## config.mk

```make
export PLATFORM = sky130hd
export DESIGN_NAME = fdc_ctrl
export DESIGN_NICKNAME = d
export VERILOG_FILES = /design/src/shared/fdc_pkg.sv /design/src/logic/fdc_ctrl.sv /design/src/logic/fdc_tick.sv /design/src/logic/fdc_timer.sv
export SDC_FILE = /design/constraint.sdc
export NUM_CORES = 1
export LEC_CHECK = 0
export BUFFER_PORTS_ARGS = -buffer_cell sky130_fd_sc_hd__buf_2
export CAP_MARGIN = 10
export CORE_ASPECT_RATIO = 1.25
export CORE_MARGIN = 2
export CORE_UTILIZATION = 41
export DETAILED_ROUTE_END_ITERATION = 10
export PLACE_DENSITY = 0.64
export SYNTH_ARGS = -nofsm -noshare
export SYNTH_HDL_FRONTEND = slang
export SYNTH_HIERARCHICAL = 1
export SYNTH_SLANG_ARGS = --single-unit
```

## constraint.sdc

```tcl
create_clock -name pclk -period 10.7 [get_ports pclk]
set_clock_uncertainty 0.2 [all_clocks]
set_input_delay 3.21 -clock pclk [delete_from_list [all_inputs] [get_ports pclk]]
set_output_delay 3.21 -clock pclk [all_outputs]
set_load 0.1 [all_outputs]
```

## src/shared/fdc_pkg.sv

```systemverilog
// Constants shared by the flexible disk drive control block.
// Assumes a 40 MHz APB clock and 32-bit APB data.
package fdc_pkg;
  // Clock and time units.
  localparam int CLK_PERIOD_NS = 25;
  localparam int US_NS = 1000;
  localparam int STEP_UNIT_US = 100;
  localparam int MS_US = 1000;
  localparam int TENTH_S_MS = 100;
  localparam int CYC_PER_US = US_NS / CLK_PERIOD_NS;
  localparam int US_PER_UNIT = STEP_UNIT_US;
  localparam int UNIT_PER_MS = MS_US / STEP_UNIT_US;
  localparam int MS_PER_TENTH = TENTH_S_MS;
  // Register byte addresses.
  localparam logic [7:0] A_RATE = 8'h00;
  localparam logic [7:0] A_GEOM = 8'h04;
  localparam logic [7:0] A_WSTART = 8'h08;
  localparam logic [7:0] A_STEP = 8'h0C;
  localparam logic [7:0] A_MOTOR = 8'h10;
  localparam logic [7:0] A_FLAGS = 8'h14;
  localparam logic [7:0] A_HEAD = 8'h18;
  localparam logic [7:0] A_PIN1 = 8'h1C;
  localparam logic [7:0] A_CMD = 8'h20;
  localparam logic [7:0] A_STAT = 8'h24;
  localparam logic [7:0] A_SECT = 8'h28;
  // Command bits.
  localparam int C_ACCESS = 0;
  localparam int C_RELEASE = 1;
  localparam int C_START = 2;
  localparam int C_STOP = 3;
  localparam int C_EJECT = 4;
  localparam int C_DCRST = 5;
  localparam int C_CLR = 6;
  // Flag bits.
  localparam int F_TRUE_READY = 7;
  localparam int F_ORIGIN_ONE = 6;
  localparam int F_MOH = 5;
  // Defaults used when a field is zero, and the motor off delay code for never.
  localparam logic [15:0] DEF_STEP_RATE = 16'h001E;
  localparam logic [7:0] DEF_PULSE_US = 8'h01;
  localparam logic [15:0] DEF_SETTLE = 16'h0096;
  localparam logic [7:0] DEF_WCOMP = 8'h04;
  localparam logic [7:0] DEF_LOAD_MS = 8'h1E;
  localparam logic [7:0] DEF_UNLOAD_MS = 8'h14;
  localparam logic [7:0] MOTOR_NEVER_OFF = 8'hFF;
  // Drive line function codes and field layout.
  localparam logic [2:0] FN_OPEN = 3'h0;
  localparam logic [2:0] FN_P34_READY = 3'h1;
  localparam logic [2:0] FN_P34_CHANGED = 3'h2;
  localparam logic [2:0] FN_P4_INUSE = 3'h1;
  localparam logic [2:0] FN_P4_EJECT = 3'h2;
  localparam logic [2:0] FN_P4_LOAD = 3'h3;
  localparam logic [2:0] FN_P1_DCRST = 3'h1;
  localparam int PF_POL = 7;
  // Read-only page values; rotation rate is a plain default.
  localparam logic [15:0] ROT_RPM = 16'h012C;
  localparam logic SAVEABLE = 1'b0;
  // Sequencer states.
  typedef enum logic [2:0] {
    ST_IDLE = 3'b000,
    ST_SPIN = 3'b001,
    ST_STEP_HI = 3'b010,
    ST_STEP_LO = 3'b011,
    ST_SETTLE = 3'b100,
    ST_LOAD = 3'b101,
    ST_READY = 3'b110,
    ST_UNLOAD = 3'b111
  } fdc_state_t;
endpackage

```

## src/logic/fdc_ctrl.sv

```systemverilog
// Flexible disk drive control: APB parameter registers and drive sequencer.
// Assumes an APB master on pclk and drive pins synchronous to pclk.
//
// Local design decisions: the register addresses and the APB slave port.
`timescale 1ns/100ps
`default_nettype none
module fdc_ctrl (
  input wire logic pclk,
  input wire logic presetn,
  input wire logic psel,
  input wire logic penable,
  input wire logic pwrite,
  input wire logic [7:0] paddr,
  input wire logic [31:0] pwdata,
  output logic [31:0] prdata,
  output logic pready,
  output logic pslverr,
  input wire logic pin34_in,
  output logic motor_on,
  output logic step_out,
  output logic step_dir,
  output logic head_load,
  output logic precomp_en,
  output logic [7:0] precomp_amount,
  output logic reduced_current,
  output logic [15:0] rate_kbps,
  output logic pin4_out,
  output logic pin4_oe_n,
  output logic pin1_out,
  output logic pin1_oe_n
);
  //////////////////////////////////////////////////////////////////////////////
  // Helpers.

  // Replaces a zero field with the device default.
  function automatic logic [15:0] or_def(input logic [15:0] v, input logic [15:0] d);
    or_def = (v == 16'h0000) ? d : v;
  endfunction

  // Drives a line level from its active state and polarity bit.
  function automatic logic line_lvl(input logic act, input logic pol);
    line_lvl = pol ? act : !act;
  endfunction

  //////////////////////////////////////////////////////////////////////////////
  // Registers.
  logic [15:0] xfer_rate, cylinders, pc_start, rwc_start, step_rate, settle;
  logic [7:0] heads, spt, pulse_us, mon_delay, moff_delay, wcomp;
  logic [7:0] load_ms, unload_ms, pin34_fn, pin4_fn, pin1_fn;
  logic true_ready_present, sector_origin_one, motor_hold_released;
  logic [3:0] extra_steps_per_cylinder;
  logic [15:0] target_cyl, cur_cyl, sector_idx;
  logic [19:0] steps_left;
  logic run_cmd, eject_act, dcr_act, disk_changed, abort_flag, done_flag;
  fdc_pkg::fdc_state_t state;

  logic wr_en, rd_setup, cmd_wr;
  logic tick_us, tick_unit, tick_ms, tick_tenth;
  logic seq_start, seq_exp, off_start, off_exp;
  logic [15:0] seq_count;
  logic seq_tick, drive_ready, p34_act;

  // A write lands at the edge that completes the access phase.
  assign wr_en = psel && penable && pready && pwrite;
  assign rd_setup = psel && !penable;
  assign cmd_wr = wr_en && (paddr == fdc_pkg::A_CMD);

  //////////////////////////////////////////////////////////////////////////////
  // APB answer: pready rises in the access phase, so there are no wait states.
  always_ff @(posedge pclk or negedge presetn) begin
    if (!presetn) begin
      pready <= 1'b0;
      pslverr <= 1'b0;
      prdata <= 32'h0000_0000;
    end else begin
      pready <= rd_setup;
      pslverr <= 1'b0;
      if (rd_setup) begin
        prdata <= 32'h0000_0000;
        case (paddr)
          fdc_pkg::A_RATE: prdata <= {8'h00, heads, xfer_rate};
          fdc_pkg::A_GEOM: prdata <= {8'h00, spt, cylinders};
          fdc_pkg::A_WSTART: prdata <= {rwc_start, pc_start};
          fdc_pkg::A_STEP: prdata <= {8'h00, pulse_us, step_rate};
          fdc_pkg::A_MOTOR: prdata <= {moff_delay, mon_delay, settle};
          fdc_pkg::A_FLAGS: prdata <= {8'h00, wcomp, 4'h0, extra_steps_per_cylinder,
            true_ready_present, sector_origin_one, motor_hold_released, 5'h00};
          fdc_pkg::A_HEAD: prdata <= {pin4_fn, pin34_fn, unload_ms, load_ms};
          fdc_pkg::A_PIN1: prdata <= {fdc_pkg::ROT_RPM, 8'h00, pin1_fn};
          fdc_pkg::A_CMD: prdata <= {target_cyl, 16'h0000};
          fdc_pkg::A_STAT: prdata <= {cur_cyl, 5'h00, fdc_pkg::SAVEABLE, disk_changed,
            abort_flag, done_flag, drive_ready, run_cmd, motor_on, 1'b0, state};
          fdc_pkg::A_SECT: prdata <= {16'h0000, sector_idx + {15'h0000, sector_origin_one}};
          default: pslverr <= 1'b1;
        endcase
      end
    end
  end

  // Parameter writes; the page layout is spread over word registers.
  always_ff @(posedge pclk or negedge presetn) begin
    if (!presetn) begin
      xfer_rate <= 16'h0000; heads <= 8'h00; spt <= 8'h00; cylinders <= 16'h0000;
      pc_start <= 16'h0000; rwc_start <= 16'h0000; step_rate <= 16'h0000;
      pulse_us <= 8'h00; settle <= 16'h0000; mon_delay <= 8'h00; moff_delay <= 8'h00;
      wcomp <= 8'h00; extra_steps_per_cylinder <= 4'h0; true_ready_present <= 1'b0;
      sector_origin_one <= 1'b0; motor_hold_released <= 1'b0; load_ms <= 8'h00;
      unload_ms <= 8'h00; pin34_fn <= 8'h00; pin4_fn <= 8'h00; pin1_fn <= 8'h00;
      sector_idx <= 16'h0000;
    end else if (wr_en) begin
      case (paddr)
        fdc_pkg::A_RATE: {heads, xfer_rate} <= pwdata[23:0];
        fdc_pkg::A_GEOM: {spt, cylinders} <= pwdata[23:0];
        fdc_pkg::A_WSTART: {rwc_start, pc_start} <= pwdata;
        fdc_pkg::A_STEP: {pulse_us, step_rate} <= pwdata[23:0];
        fdc_pkg::A_MOTOR: {moff_delay, mon_delay, settle} <= pwdata;
        fdc_pkg::A_FLAGS: begin
          wcomp <= pwdata[23:16];
          extra_steps_per_cylinder <= pwdata[11:8];
          true_ready_present <= pwdata[fdc_pkg::F_TRUE_READY];
          sector_origin_one <= pwdata[fdc_pkg::F_ORIGIN_ONE];
          motor_hold_released <= pwdata[fdc_pkg::F_MOH];
        end
        fdc_pkg::A_HEAD: {pin4_fn, pin34_fn, unload_ms, load_ms} <= pwdata;
        fdc_pkg::A_PIN1: pin1_fn <= pwdata[7:0];
        fdc_pkg::A_SECT: sector_idx <= pwdata[15:0];
        default: sector_idx <= sector_idx;
      endcase
    end
  end

  //////////////////////////////////////////////////////////////////////////////
  // Drive line inputs.

  assign p34_act = line_lvl(pin34_in, pin34_fn[fdc_pkg::PF_POL]);
  assign drive_ready = (pin34_fn[6:4] == fdc_pkg::FN_P34_READY) && p34_act;

  // Sticky flags; a new event wins over a software clear in the same cycle.
  always_ff @(posedge pclk or negedge presetn) begin
    if (!presetn) begin
      disk_changed <= 1'b0;
    end else if ((pin34_fn[6:4] == fdc_pkg::FN_P34_CHANGED) && p34_act) begin
      disk_changed <= 1'b1;
    end else if (cmd_wr && pwdata[fdc_pkg::C_CLR]) begin
      disk_changed <= 1'b0;
    end
  end

  //////////////////////////////////////////////////////////////////////////////
  // Time base and timers.
  fdc_tick u_tick (
    .pclk(pclk),
    .presetn(presetn),
    .tick_us(tick_us),
    .tick_unit(tick_unit),
    .tick_ms(tick_ms),
    .tick_tenth(tick_tenth)
  );

  fdc_timer u_seq (
    .pclk(pclk),
    .presetn(presetn),
    .start(seq_start),
    .count(seq_count),
    .tick(seq_tick),
    .expired(seq_exp)
  );

  fdc_timer u_off (
    .pclk(pclk),
    .presetn(presetn),
    .start(off_start),
    .count({8'h00, moff_delay}),
    .tick(tick_tenth),
    .expired(off_exp)
  );

  // Timer load picks unit and count for the state being entered.
  always_comb begin
    seq_start = 1'b0;
    seq_count = 16'h0000;
    seq_tick = tick_unit;
    case (state)
      fdc_pkg::ST_SPIN, fdc_pkg::ST_READY: seq_tick = tick_tenth;
      fdc_pkg::ST_STEP_HI: seq_tick = tick_us;
      fdc_pkg::ST_LOAD, fdc_pkg::ST_UNLOAD: seq_tick = tick_ms;
      default: seq_tick = tick_unit;
    endcase
    if (state == fdc_pkg::ST_IDLE && cmd_wr && pwdata[fdc_pkg::C_ACCESS]) begin
      seq_start = 1'b1;
      seq_count = {8'h00, mon_delay};
    end else if (state == fdc_pkg::ST_STEP_HI && seq_exp) begin
      seq_start = 1'b1;
      seq_count = or_def(step_rate, fdc_pkg::DEF_STEP_RATE);
    end else if (state == fdc_pkg::ST_STEP_LO && seq_exp) begin
      seq_start = 1'b1;
      if (steps_left != 20'h00000) begin
        seq_count = or_def({8'h00, pulse_us}, 16'(fdc_pkg::DEF_PULSE_US));
      end else begin
        seq_count = or_def(settle, fdc_pkg::DEF_SETTLE);
      end
    end else if ((state == fdc_pkg::ST_SETTLE && seq_exp) ||
                 (state == fdc_pkg::ST_SPIN && cur_cyl == target_cyl &&
                  (seq_exp || (true_ready_present && drive_ready)))) begin
      seq_start = 1'b1;
      seq_count = or_def({8'h00, load_ms}, 16'(fdc_pkg::DEF_LOAD_MS));
    end else if (state == fdc_pkg::ST_SPIN &&
                 (seq_exp || (true_ready_present && drive_ready))) begin
      seq_start = 1'b1;
      seq_count = or_def({8'h00, pulse_us}, 16'(fdc_pkg::DEF_PULSE_US));
    end else if (state == fdc_pkg::ST_READY && cmd_wr && pwdata[fdc_pkg::C_RELEASE]) begin
      seq_start = 1'b1;
      seq_count = or_def({8'h00, unload_ms}, 16'(fdc_pkg::DEF_UNLOAD_MS));
    end
  end

  assign off_start = (state == fdc_pkg::ST_UNLOAD && seq_exp) ||
                     (seq_start && state == fdc_pkg::ST_IDLE);

  //////////////////////////////////////////////////////////////////////////////
  // Access sequencer: spin up, step, settle, load head, hold, unload.
  always_ff @(posedge pclk or negedge presetn) begin
    if (!presetn) begin
      state <= fdc_pkg::ST_IDLE;
      target_cyl <= 16'h0000;
      cur_cyl <= 16'h0000;
      steps_left <= 20'h00000;
      step_dir <= 1'b0;
    end else begin
      case (state)
        fdc_pkg::ST_IDLE: begin
          if (cmd_wr && pwdata[fdc_pkg::C_ACCESS]) begin
            target_cyl <= pwdata[31:16];
            state <= fdc_pkg::ST_SPIN;
          end
        end
        fdc_pkg::ST_SPIN: begin
          steps_left <= 20'((target_cyl > cur_cyl ? target_cyl - cur_cyl : cur_cyl - target_cyl)
                            * ({1'b0, extra_steps_per_cylinder} + 5'h01));
          step_dir <= target_cyl > cur_cyl;
          if (true_ready_present && drive_ready) begin
            state <= (cur_cyl == target_cyl) ? fdc_pkg::ST_LOAD : fdc_pkg::ST_STEP_HI;
          end else if (seq_exp && true_ready_present) begin
            state <= fdc_pkg::ST_IDLE;
          end else if (seq_exp) begin
            state <= (cur_cyl == target_cyl) ? fdc_pkg::ST_LOAD : fdc_pkg::ST_STEP_HI;
          end
        end
        fdc_pkg::ST_STEP_HI: begin
          if (seq_exp) begin
            steps_left <= steps_left - 20'h00001;
            state <= fdc_pkg::ST_STEP_LO;
          end
        end
        fdc_pkg::ST_STEP_LO: begin
          if (seq_exp) begin
            state <= (steps_left != 20'h00000) ? fdc_pkg::ST_STEP_HI : fdc_pkg::ST_SETTLE;
          end
        end
        fdc_pkg::ST_SETTLE: begin
          cur_cyl <= target_cyl;
          if (seq_exp) state <= fdc_pkg::ST_LOAD;
        end
        fdc_pkg::ST_LOAD: begin
          if (seq_exp) state <= fdc_pkg::ST_READY;
        end
        fdc_pkg::ST_READY: begin
          if (cmd_wr && pwdata[fdc_pkg::C_RELEASE]) state <= fdc_pkg::ST_UNLOAD;
        end
        fdc_pkg::ST_UNLOAD: begin
          if (seq_exp) state <= fdc_pkg::ST_IDLE;
        end
        default: state <= fdc_pkg::ST_IDLE;
      endcase
    end
  end

  // Done and abort are sticky; the hardware set wins over a clear.
  always_ff @(posedge pclk or negedge presetn) begin
    if (!presetn) begin
      done_flag <= 1'b0;
      abort_flag <= 1'b0;
    end else begin
      if (state == fdc_pkg::ST_LOAD && seq_exp) done_flag <= 1'b1;
      else if (cmd_wr && pwdata[fdc_pkg::C_CLR]) done_flag <= 1'b0;
      if (state == fdc_pkg::ST_SPIN && seq_exp && true_ready_present && !drive_ready)
        abort_flag <= 1'b1;
      else if (cmd_wr && pwdata[fdc_pkg::C_CLR]) abort_flag <= 1'b0;
    end
  end

  //////////////////////////////////////////////////////////////////////////////
  // Motor control. Start commands, and stop commands given in idle, bypass the idle delay.
  always_ff @(posedge pclk or negedge presetn) begin
    if (!presetn) begin
      run_cmd <= 1'b0;
      motor_on <= 1'b0;
    end else begin
      if (cmd_wr && pwdata[fdc_pkg::C_START]) run_cmd <= 1'b1;
      else if (cmd_wr && pwdata[fdc_pkg::C_STOP]) run_cmd <= 1'b0;
      if (motor_hold_released) motor_on <= 1'b0;
      else if (state == fdc_pkg::ST_SPIN || (cmd_wr && pwdata[fdc_pkg::C_START])) motor_on <= 1'b1;
      else if (cmd_wr && pwdata[fdc_pkg::C_STOP] && state == fdc_pkg::ST_IDLE) motor_on <= 1'b0;
      else if (state == fdc_pkg::ST_IDLE && off_exp && !run_cmd &&
               moff_delay != fdc_pkg::MOTOR_NEVER_OFF) motor_on <= 1'b0;
    end
  end

  //////////////////////////////////////////////////////////////////////////////
  // Drive outputs, each from its own flip-flop.
  always_ff @(posedge pclk or negedge presetn) begin
    if (!presetn) begin
      step_out <= 1'b0;
      head_load <= 1'b0;
      precomp_en <= 1'b0;
      precomp_amount <= 8'h00;
      reduced_current <= 1'b0;
      rate_kbps <= 16'h0000;
    end else begin
      step_out <= (state == fdc_pkg::ST_STEP_HI) && !seq_exp;
      head_load <= (state == fdc_pkg::ST_LOAD) || (state == fdc_pkg::ST_READY);
      precomp_en <= (pc_start != cylinders) && (cur_cyl >= pc_start);
      precomp_amount <= 8'(or_def({8'h00, wcomp}, 16'(fdc_pkg::DEF_WCOMP)));
      reduced_current <= (rwc_start != cylinders) && (cur_cyl >= rwc_start);
      rate_kbps <= xfer_rate;
    end
  end

  // Eject and disk change reset requests; the reset lasts until the next microsecond tick.
  always_ff @(posedge pclk or negedge presetn) begin
    if (!presetn) begin
      eject_act <= 1'b0;
      dcr_act <= 1'b0;
    end else begin
      if (cmd_wr && pwdata[fdc_pkg::C_EJECT]) eject_act <= 1'b1;
      else if (cmd_wr) eject_act <= 1'b0;
      if (cmd_wr && pwdata[fdc_pkg::C_DCRST]) dcr_act <= 1'b1;
      else if (tick_us) dcr_act <= 1'b0;
    end
  end

  always_ff @(posedge pclk or negedge presetn) begin
    if (!presetn) begin
      pin4_out <= 1'b1;
      pin4_oe_n <= 1'b1;
      pin1_out <= 1'b1;
      pin1_oe_n <= 1'b1;
    end else begin
      pin4_oe_n <= 1'b0;
      case (pin4_fn[6:4])
        fdc_pkg::FN_P4_INUSE:
          pin4_out <= line_lvl(state != fdc_pkg::ST_IDLE, pin4_fn[fdc_pkg::PF_POL]);
        fdc_pkg::FN_P4_EJECT: pin4_out <= line_lvl(eject_act, pin4_fn[fdc_pkg::PF_POL]);
        fdc_pkg::FN_P4_LOAD: pin4_out <= line_lvl(head_load, pin4_fn[fdc_pkg::PF_POL]);
        default: begin
          pin4_out <= 1'b1;
          pin4_oe_n <= 1'b1;
        end
      endcase
      pin1_oe_n <= pin1_fn[6:4] != fdc_pkg::FN_P1_DCRST;
      pin1_out <= (pin1_fn[6:4] == fdc_pkg::FN_P1_DCRST) ?
                  line_lvl(dcr_act, pin1_fn[fdc_pkg::PF_POL]) : 1'b1;
    end
  end
endmodule
`default_nettype wire

```

## src/logic/fdc_tick.sv

```systemverilog
// Time base: one-cycle ticks every 1 us, 100 us, 1 ms and 100 ms.
// Assumes pclk at the rate named in the package.
`timescale 1ns/100ps
`default_nettype none
module fdc_tick (
  input wire logic pclk,
  input wire logic presetn,
  output logic tick_us,
  output logic tick_unit,
  output logic tick_ms,
  output logic tick_tenth
);
  logic [5:0] c_cyc;
  logic [6:0] c_us;
  logic [3:0] c_unit;
  logic [6:0] c_ms;

  // Chained counters keep every stage narrow instead of one wide divider.
  always_ff @(posedge pclk or negedge presetn) begin
    if (!presetn) begin
      c_cyc <= 6'h00;
      c_us <= 7'h00;
      c_unit <= 4'h0;
      c_ms <= 7'h00;
      tick_us <= 1'b0;
      tick_unit <= 1'b0;
      tick_ms <= 1'b0;
      tick_tenth <= 1'b0;
    end else begin
      tick_us <= 1'b0;
      tick_unit <= 1'b0;
      tick_ms <= 1'b0;
      tick_tenth <= 1'b0;
      c_cyc <= c_cyc + 6'h01;
      if (c_cyc == 6'(fdc_pkg::CYC_PER_US - 1)) begin
        c_cyc <= 6'h00;
        tick_us <= 1'b1;
        c_us <= c_us + 7'h01;
        if (c_us == 7'(fdc_pkg::US_PER_UNIT - 1)) begin
          c_us <= 7'h00;
          tick_unit <= 1'b1;
          c_unit <= c_unit + 4'h1;
          if (c_unit == 4'(fdc_pkg::UNIT_PER_MS - 1)) begin
            c_unit <= 4'h0;
            tick_ms <= 1'b1;
            c_ms <= c_ms + 7'h01;
            if (c_ms == 7'(fdc_pkg::MS_PER_TENTH - 1)) begin
              c_ms <= 7'h00;
              tick_tenth <= 1'b1;
            end
          end
        end
      end
    end
  end
endmodule
`default_nettype wire

```

## src/logic/fdc_timer.sv

```systemverilog
// Down counter of ticks; expired rises after count ticks and holds.
// Assumes start is a one-cycle pulse; the first tick may come early by up to one unit.
`timescale 1ns/100ps
`default_nettype none
module fdc_timer (
  input wire logic pclk,
  input wire logic presetn,
  input wire logic start,
  input wire logic [15:0] count,
  input wire logic tick,
  output logic expired
);
  logic [15:0] cnt;
  logic run;

  // A restart always wins, so a pending expiry is cancelled.
  always_ff @(posedge pclk or negedge presetn) begin
    if (!presetn) begin
      cnt <= 16'h0000;
      run <= 1'b0;
      expired <= 1'b0;
    end else if (start) begin
      cnt <= count;
      run <= 1'b1;
      expired <= 1'b0;
    end else if (run && tick) begin
      if (cnt <= 16'h0001) begin
        run <= 1'b0;
        expired <= 1'b1;
      end else begin
        cnt <= cnt - 16'h0001;
      end
    end
  end
endmodule
`default_nettype wire

```

# Word-level counts from Yosys, hierarchy flattened
# Cells that the tools add are included.
# word_totals
register_bits	400
input_bits	46
output_inout_bits	68
wordCells	312
# op_classes
add_sub_neg	11
n_mul	1
n_lt_le_gt_ge	5
eq_ne	42
n_mux	93
n_reduce_logical	99
# ops
operator	n
one-hot mux 32 bit (11 select lines)	1
two-way mux 16 bit	12
two-way mux 8 bit	7
two-way mux 1 bit	51
logical AND 1 bit	41
logical NOT 8 bit	5
two-way mux 20 bit	2
one-hot mux 20 bit (2 select lines)	1
two-way mux 3 bit	12
subtractor 16 x 16 -> 17 bit	2
equality test 8 x 5 -> 1 bit, second input constant	4
greater-or-equal comparator 16 bit	2
<= comparator 16 x 1 -> 1 bit, second input constant	2
logical NOT 16 bit	2
!= test 16 bit	2
AND reduction 2 bit	16
subtractor 16 x 1 -> 16 bit, second input constant	2
equality test 8 x 6 -> 1 bit, second input constant	3
one-hot mux 3 bit (8 select lines)	1
nonzero test 2 bit	11
multiplier 20 x 5 -> 20 bit	1
nonzero test 20 bit	1
subtractor 20 x 1 -> 20 bit, second input constant	1
adder 16 x 1 -> 16 bit	1
33 further kinds	68

# Logic depth before layout (Yosys ltp)
# depth
ltp_word	16
depth_mapped	30
depth_no_buf	29

# Hierarchy
# Netlist, hierarchy kept.
# modules_own_cells
mod	instances	cells_per_inst	area_each_um2	seq_area_each_um2
fdc_ctrl	1	1975	20099.3	8413.1
fdc_tick	1	120	1365.1	700.7
fdc_timer (u_seq)	1	119	1088.5	450.4
fdc_timer (u_off)	1	116	1051.0	450.4

# Worst setup path before layout
# OpenSTA, ideal clock, no wires.
# synth_timing
path_kind	reg2reg
startpoint	register target_cyl[1]
endpoint	register steps_left[18]
setup_time_ps	69
t_arrival_ps	6846
t_required_ps	10431
setup_slack_ps	3585
stages_incl_launch_ff	28
n_path_buf	1
period_less_slack_ps	7115
path_cell_list	dfrtp_1 > inv_1 > ha_1 > nor2b_1 > o31a_1 > o21ai_1 > a221oi_2 > nor2_1 > clkbuf_1 > mux2i_1 > xnor2_1 > or2_2 > fa_1 > fa_1 > fa_1 > inv_1 > ha_1 > a21o_1 > a21oi_1 > o21bai_1 > a21o_1 > a21oi_1 > o31ai_1 > o21a_1 > o21ai_0 > a21oi_1 > or4b_2 > nand3_1
# synth_between
elab_chain_len	4
word_cells_on_any_way	6
classes_between	add/sub: 2; mul: 1; order compare: 1; mux: 2
# synth_rtl
item	line	rtl
from (decl)	fdc_ctrl.sv:52	logic [15:0] target_cyl, cur_cyl, sector_idx;
from (signal assigned)	fdc_ctrl.sv:233	target_cyl <= pwdata[31:16];
subtractor 16 x 16 -> 17 bit or > comparator 16 bit (tied branches)	fdc_ctrl.sv:238	steps_left <= 20'((target_cyl > cur_cyl ? target_cyl - cur_cyl : cur_cyl - target_cyl)
two-way mux 20 bit *	fdc_ctrl.sv:238	
multiplier 20 x 5 -> 20 bit *	fdc_ctrl.sv:239	* ({1'b0, extra_steps_per_cylinder} + 5'h01));
one-hot mux 20 bit (2 select lines) *	fdc_ctrl.sv:230	case (state)
to (signal assigned)	fdc_ctrl.sv:238	
to (signal assigned)	fdc_ctrl.sv:251	steps_left <= steps_left - 20'h00001;
to (decl)	fdc_ctrl.sv:53	logic [19:0] steps_left;
# Mark *: on every way between the ends. The rest lies on a longest branch, timed or not.
# A chain may end at the register's enable or synchronous reset.

# Worst setup path in the final report
# layout_timing
startpoint	register target_cyl[1]
endpoint	register steps_left[19]
# The elaborated chain is that of the path after synthesis.

==> run_results.csv <==
group,metric,value,unit
routing,drtIter0Drc,1878,
timing,final.setup.tns,0,ns
finish,stdcell_area,0.0265,mm2
cts,h-tree-depth,2,
timing,hold_viol_final,0,
global_route,grt_pass1_vias,19200,
synth,synthCells,2330,
cts,cts_setup_buffers,0,
synth,ys_ff_latch,400,
cts,cts_tree,"done",
finish,max_flop_register,"prdata",
timing,tightest_slew,1.18,ns
routing,vias,18900,
placed_design,io_buffers,113,
finish,largest_reg_flops,32,
setup_path,critPathArrivalTime,8.24,ns
cts,path_clk_slew,0.07,ns
routing,wl,74100,um
finish,nNetsFinal,2611,
setup_path,rrSetupSlack,2.74,ns
setup_path,endpoint_kind,"flop",
die,die_h,272,um
timing,drv_slew,0,
die,core,0.0570,mm2
placed_design,dpl_cell_area,0.0250,mm2
synth,synth_cell_types,97,
timing,fin_hold_ws,0.228,ns
setup_path,r2r_cells,26,
cts,cts_root_buffer,"clkbuf_16",
cts,clkSinkCount,400,
synth,netlist_area,0.0236,mm2
power_and_ir_drop,cellLeakagePower,12.6,nW
global_route,grt_usage,25.0,%
worst_hold_path,hold_path.class,"flop to flop",
routing,route.detailed.drc,0,
cts,ctsResizeCount,0,
timing,rsz0062_at_grt,"false",
setup_path,crit_fanout,16,
setup_path,reg2reg_from,"target_cyl[1]",
finish,fin_cells,3204,
synth,yosys.cell_count.top_type,"dfrtp_1",
routing,postRouteAntennaNets,0,
power_and_ir_drop,irDropWorstVdd,0.137,mV
global_route,grt_max_degree,169,
outcome,status,"complete, no violations",
timing,layout_min_cycle_time,7.96,ns
timing,setup_viol,0,
synth,yosysTopAreaCell,"dfrtp_1",
placed_design,dp_cells,3122,
global_route,grt_pass1_wl,114000,um
synth,avgSynthCellArea,10.1,um2
die,ioPinCount,114,
timing,fmax,0.126,GHz
setup_path,rr_endpoint,"steps_left[19]",
die,num_rows,98,
finish,layout-drive-gt1-share,20.6,%
synth,synth_top_cell_area_share,42.0,%
global_route,overflow,0,
die,start_util,41.4,%
routing,post_drt_wl_per_cell,23.1,um
cts,holdBufCountCts,0,
placed_design,place_congestion,0.944,
cts,insertion_delay,0.59,ns
routing,first_pass_iters,7,
setup_path,crit_type,"flop to flop",
finish,num-fill-cells,5311,
finish,areaGrowthSynthToFinish,12.3,%
synth,synthTopCellsByCount,"396 x dfrtp_1, 218 x mux2_2, 195 x nor2_1",
timing,min_period_over_period,74.4,%
timing,relSlewSlack,20.4,%
die,die-width,219,um
cts,clk_path_buf_depth,3,
synth,synth_edf_count,0,
power_and_ir_drop,p_per_area,144,mW/mm2
setup_path,cp_data_required_time,10.97,ns
placed_design,dpl.hpwl,54200,um
worst_hold_path,hold_depth,0,
synth,synthFlopType,"dfrtp_1",
synth,yosys_warnings,6,
global_route,grt_antenna_before_repair,3,
worst_hold_path,worstHoldStart,"xfer_rate[10]",
flow_run,maxCapViolCount,0,
synth,synth.yosys.seq_area_share,42.4,%
synth,async_flop_share,100,%
synth,yosys-top-cells-area,"dfrtp_1 42%, mux2_2 10%, ha_1 5.1%",
finish,top_regs,"prdata (32), steps_left (20)",
worst_hold_path,min_to,"rate_kbps[10]",
cts,cts_made_buffers,43,
routing,viasPerCell,5.90,
die,dieArea,0.0595,mm2
setup_path,crit_path_start_kind,"flop",
==> through the flow <==
step	power (W)	worst slack [ns]	util, %
after floorplan	0.00204	3.58	-
after global placement	0.00222	2.95	43.8
after detailed placement	0.00223	2.80	43.8
after CTS	0.00383	2.80	46.4
after global routing	0.00396	2.22	46.5
final	0.00381	2.74	46.5
==> worst max path at each step <==
| stage | start | endpoint | cells after the start | slack (ns) |
|---|---|---|---|---|
| after global routing | target_cyl[1] | steps_left[19] | 26 | 2.22 |
| after CTS | target_cyl[1] | steps_left[19] | 26 | 2.80 |
| after detailed placement | target_cyl[1] | steps_left[19] | 26 | 2.80 |
| final | target_cyl[1] | steps_left[19] | 26 | 2.74 |
| after floorplan | target_cyl[1] | steps_left[18] | 27 | 3.58 |
| after global placement | target_cyl[1] | steps_left[19] | 26 | 2.95 |
==> final cells by class <==
type / instances / area [um2] / share of cell area [%]
clock inverters: 24 / 319 / 1.20
repair buffers: 147 / 851 / 3.21
diodes: 2 / 5.00 / 0.0189
clock buffers: 54 / 1180 / 4.44
flip-flops and latches: 400 / 10000 / 37.8
well taps: 750 / 938 / 3.54
inverters: 151 / 567 / 2.14
multi-input cells: 1676 / 12600 / 47.7
==> power by group <==
part / leakage [nW] / switching [W] / total [W] / internal [W]
registers: 5.31 / 0.0000789 / 0.00166 / 0.00158
clock network: 0.731 / 0.000665 / 0.00160 / 0.000933
logic: 6.57 / 0.000398 / 0.000553 / 0.000155
total: 12.6 / 0.00114 / 0.00381 / 0.00267
==> per-layer routing <==
metal,vias to the layer above,part of all wire (%),GRT usage [%]
met5,-,0.018,0
met4,2,5.8,13.5
met3,192,6.5,4.39
met2,674,49,42.4
met1,9524,39,30.0
li1,8506,-,-
==> cell families after synthesis <==
family / synth area share [%]
buffers and inverters: 4.28
AO/OA/AOI/OAI: 14.8
flip-flops: 42.4
other: 0.0159
adder cells (fa/ha/maj): 9.30
XOR/XNOR: 4.42
multiplexers: 11.3
AND/OR/NAND/NOR: 13.5
==> critical path, cell delays in order, from the launching register on <==
cell	delay (ns)
dfrtp_1	0.45
inv_1	0.13
ha_1	0.37
nor2b_1	0.20
o31a_1	0.19
o21ai_1	0.15
a221oi_2	0.42
or2_1	0.64
mux2i_1	0.48
a221oi_1	0.22
o21ai_0	0.21
o221ai_1	0.15
xor2_1	0.21
nand2b_1	0.20
fa_1	0.54
inv_1	0.05
fa_1	0.50
fa_1	0.46
xor2_1	0.17
xnor2_1	0.39
nand2b_1	0.19
nor2_1	0.05
or4_1	0.51
nor3_1	0.19
xnor2_1	0.18
xnor2_1	0.10
a211o_1	0.29
==> layout by cell type, fill, tap and decap left out, drive strengths merged, types with 11 or more instances in the layout <==
cell    instances
a21o           39
a21oi          88
a221oi         28
a222oi         23
a22o           28
a22oi          55
a31oi          22
buf           147
clkbuf         54
clkinv         12
dfrtp         396
fa             49
ha             97
inv           154
mux2          219
mux2i          19
nand2         173
nand2b         24
nand3          45
nand4          20
nor2          195
nor2b          12
nor3           38
nor4           37
o211ai         11
o21ai         151
or2            24
or3            13
or4            13
xnor2          60
xor2           59
Power figures use the tool's default switching activity.
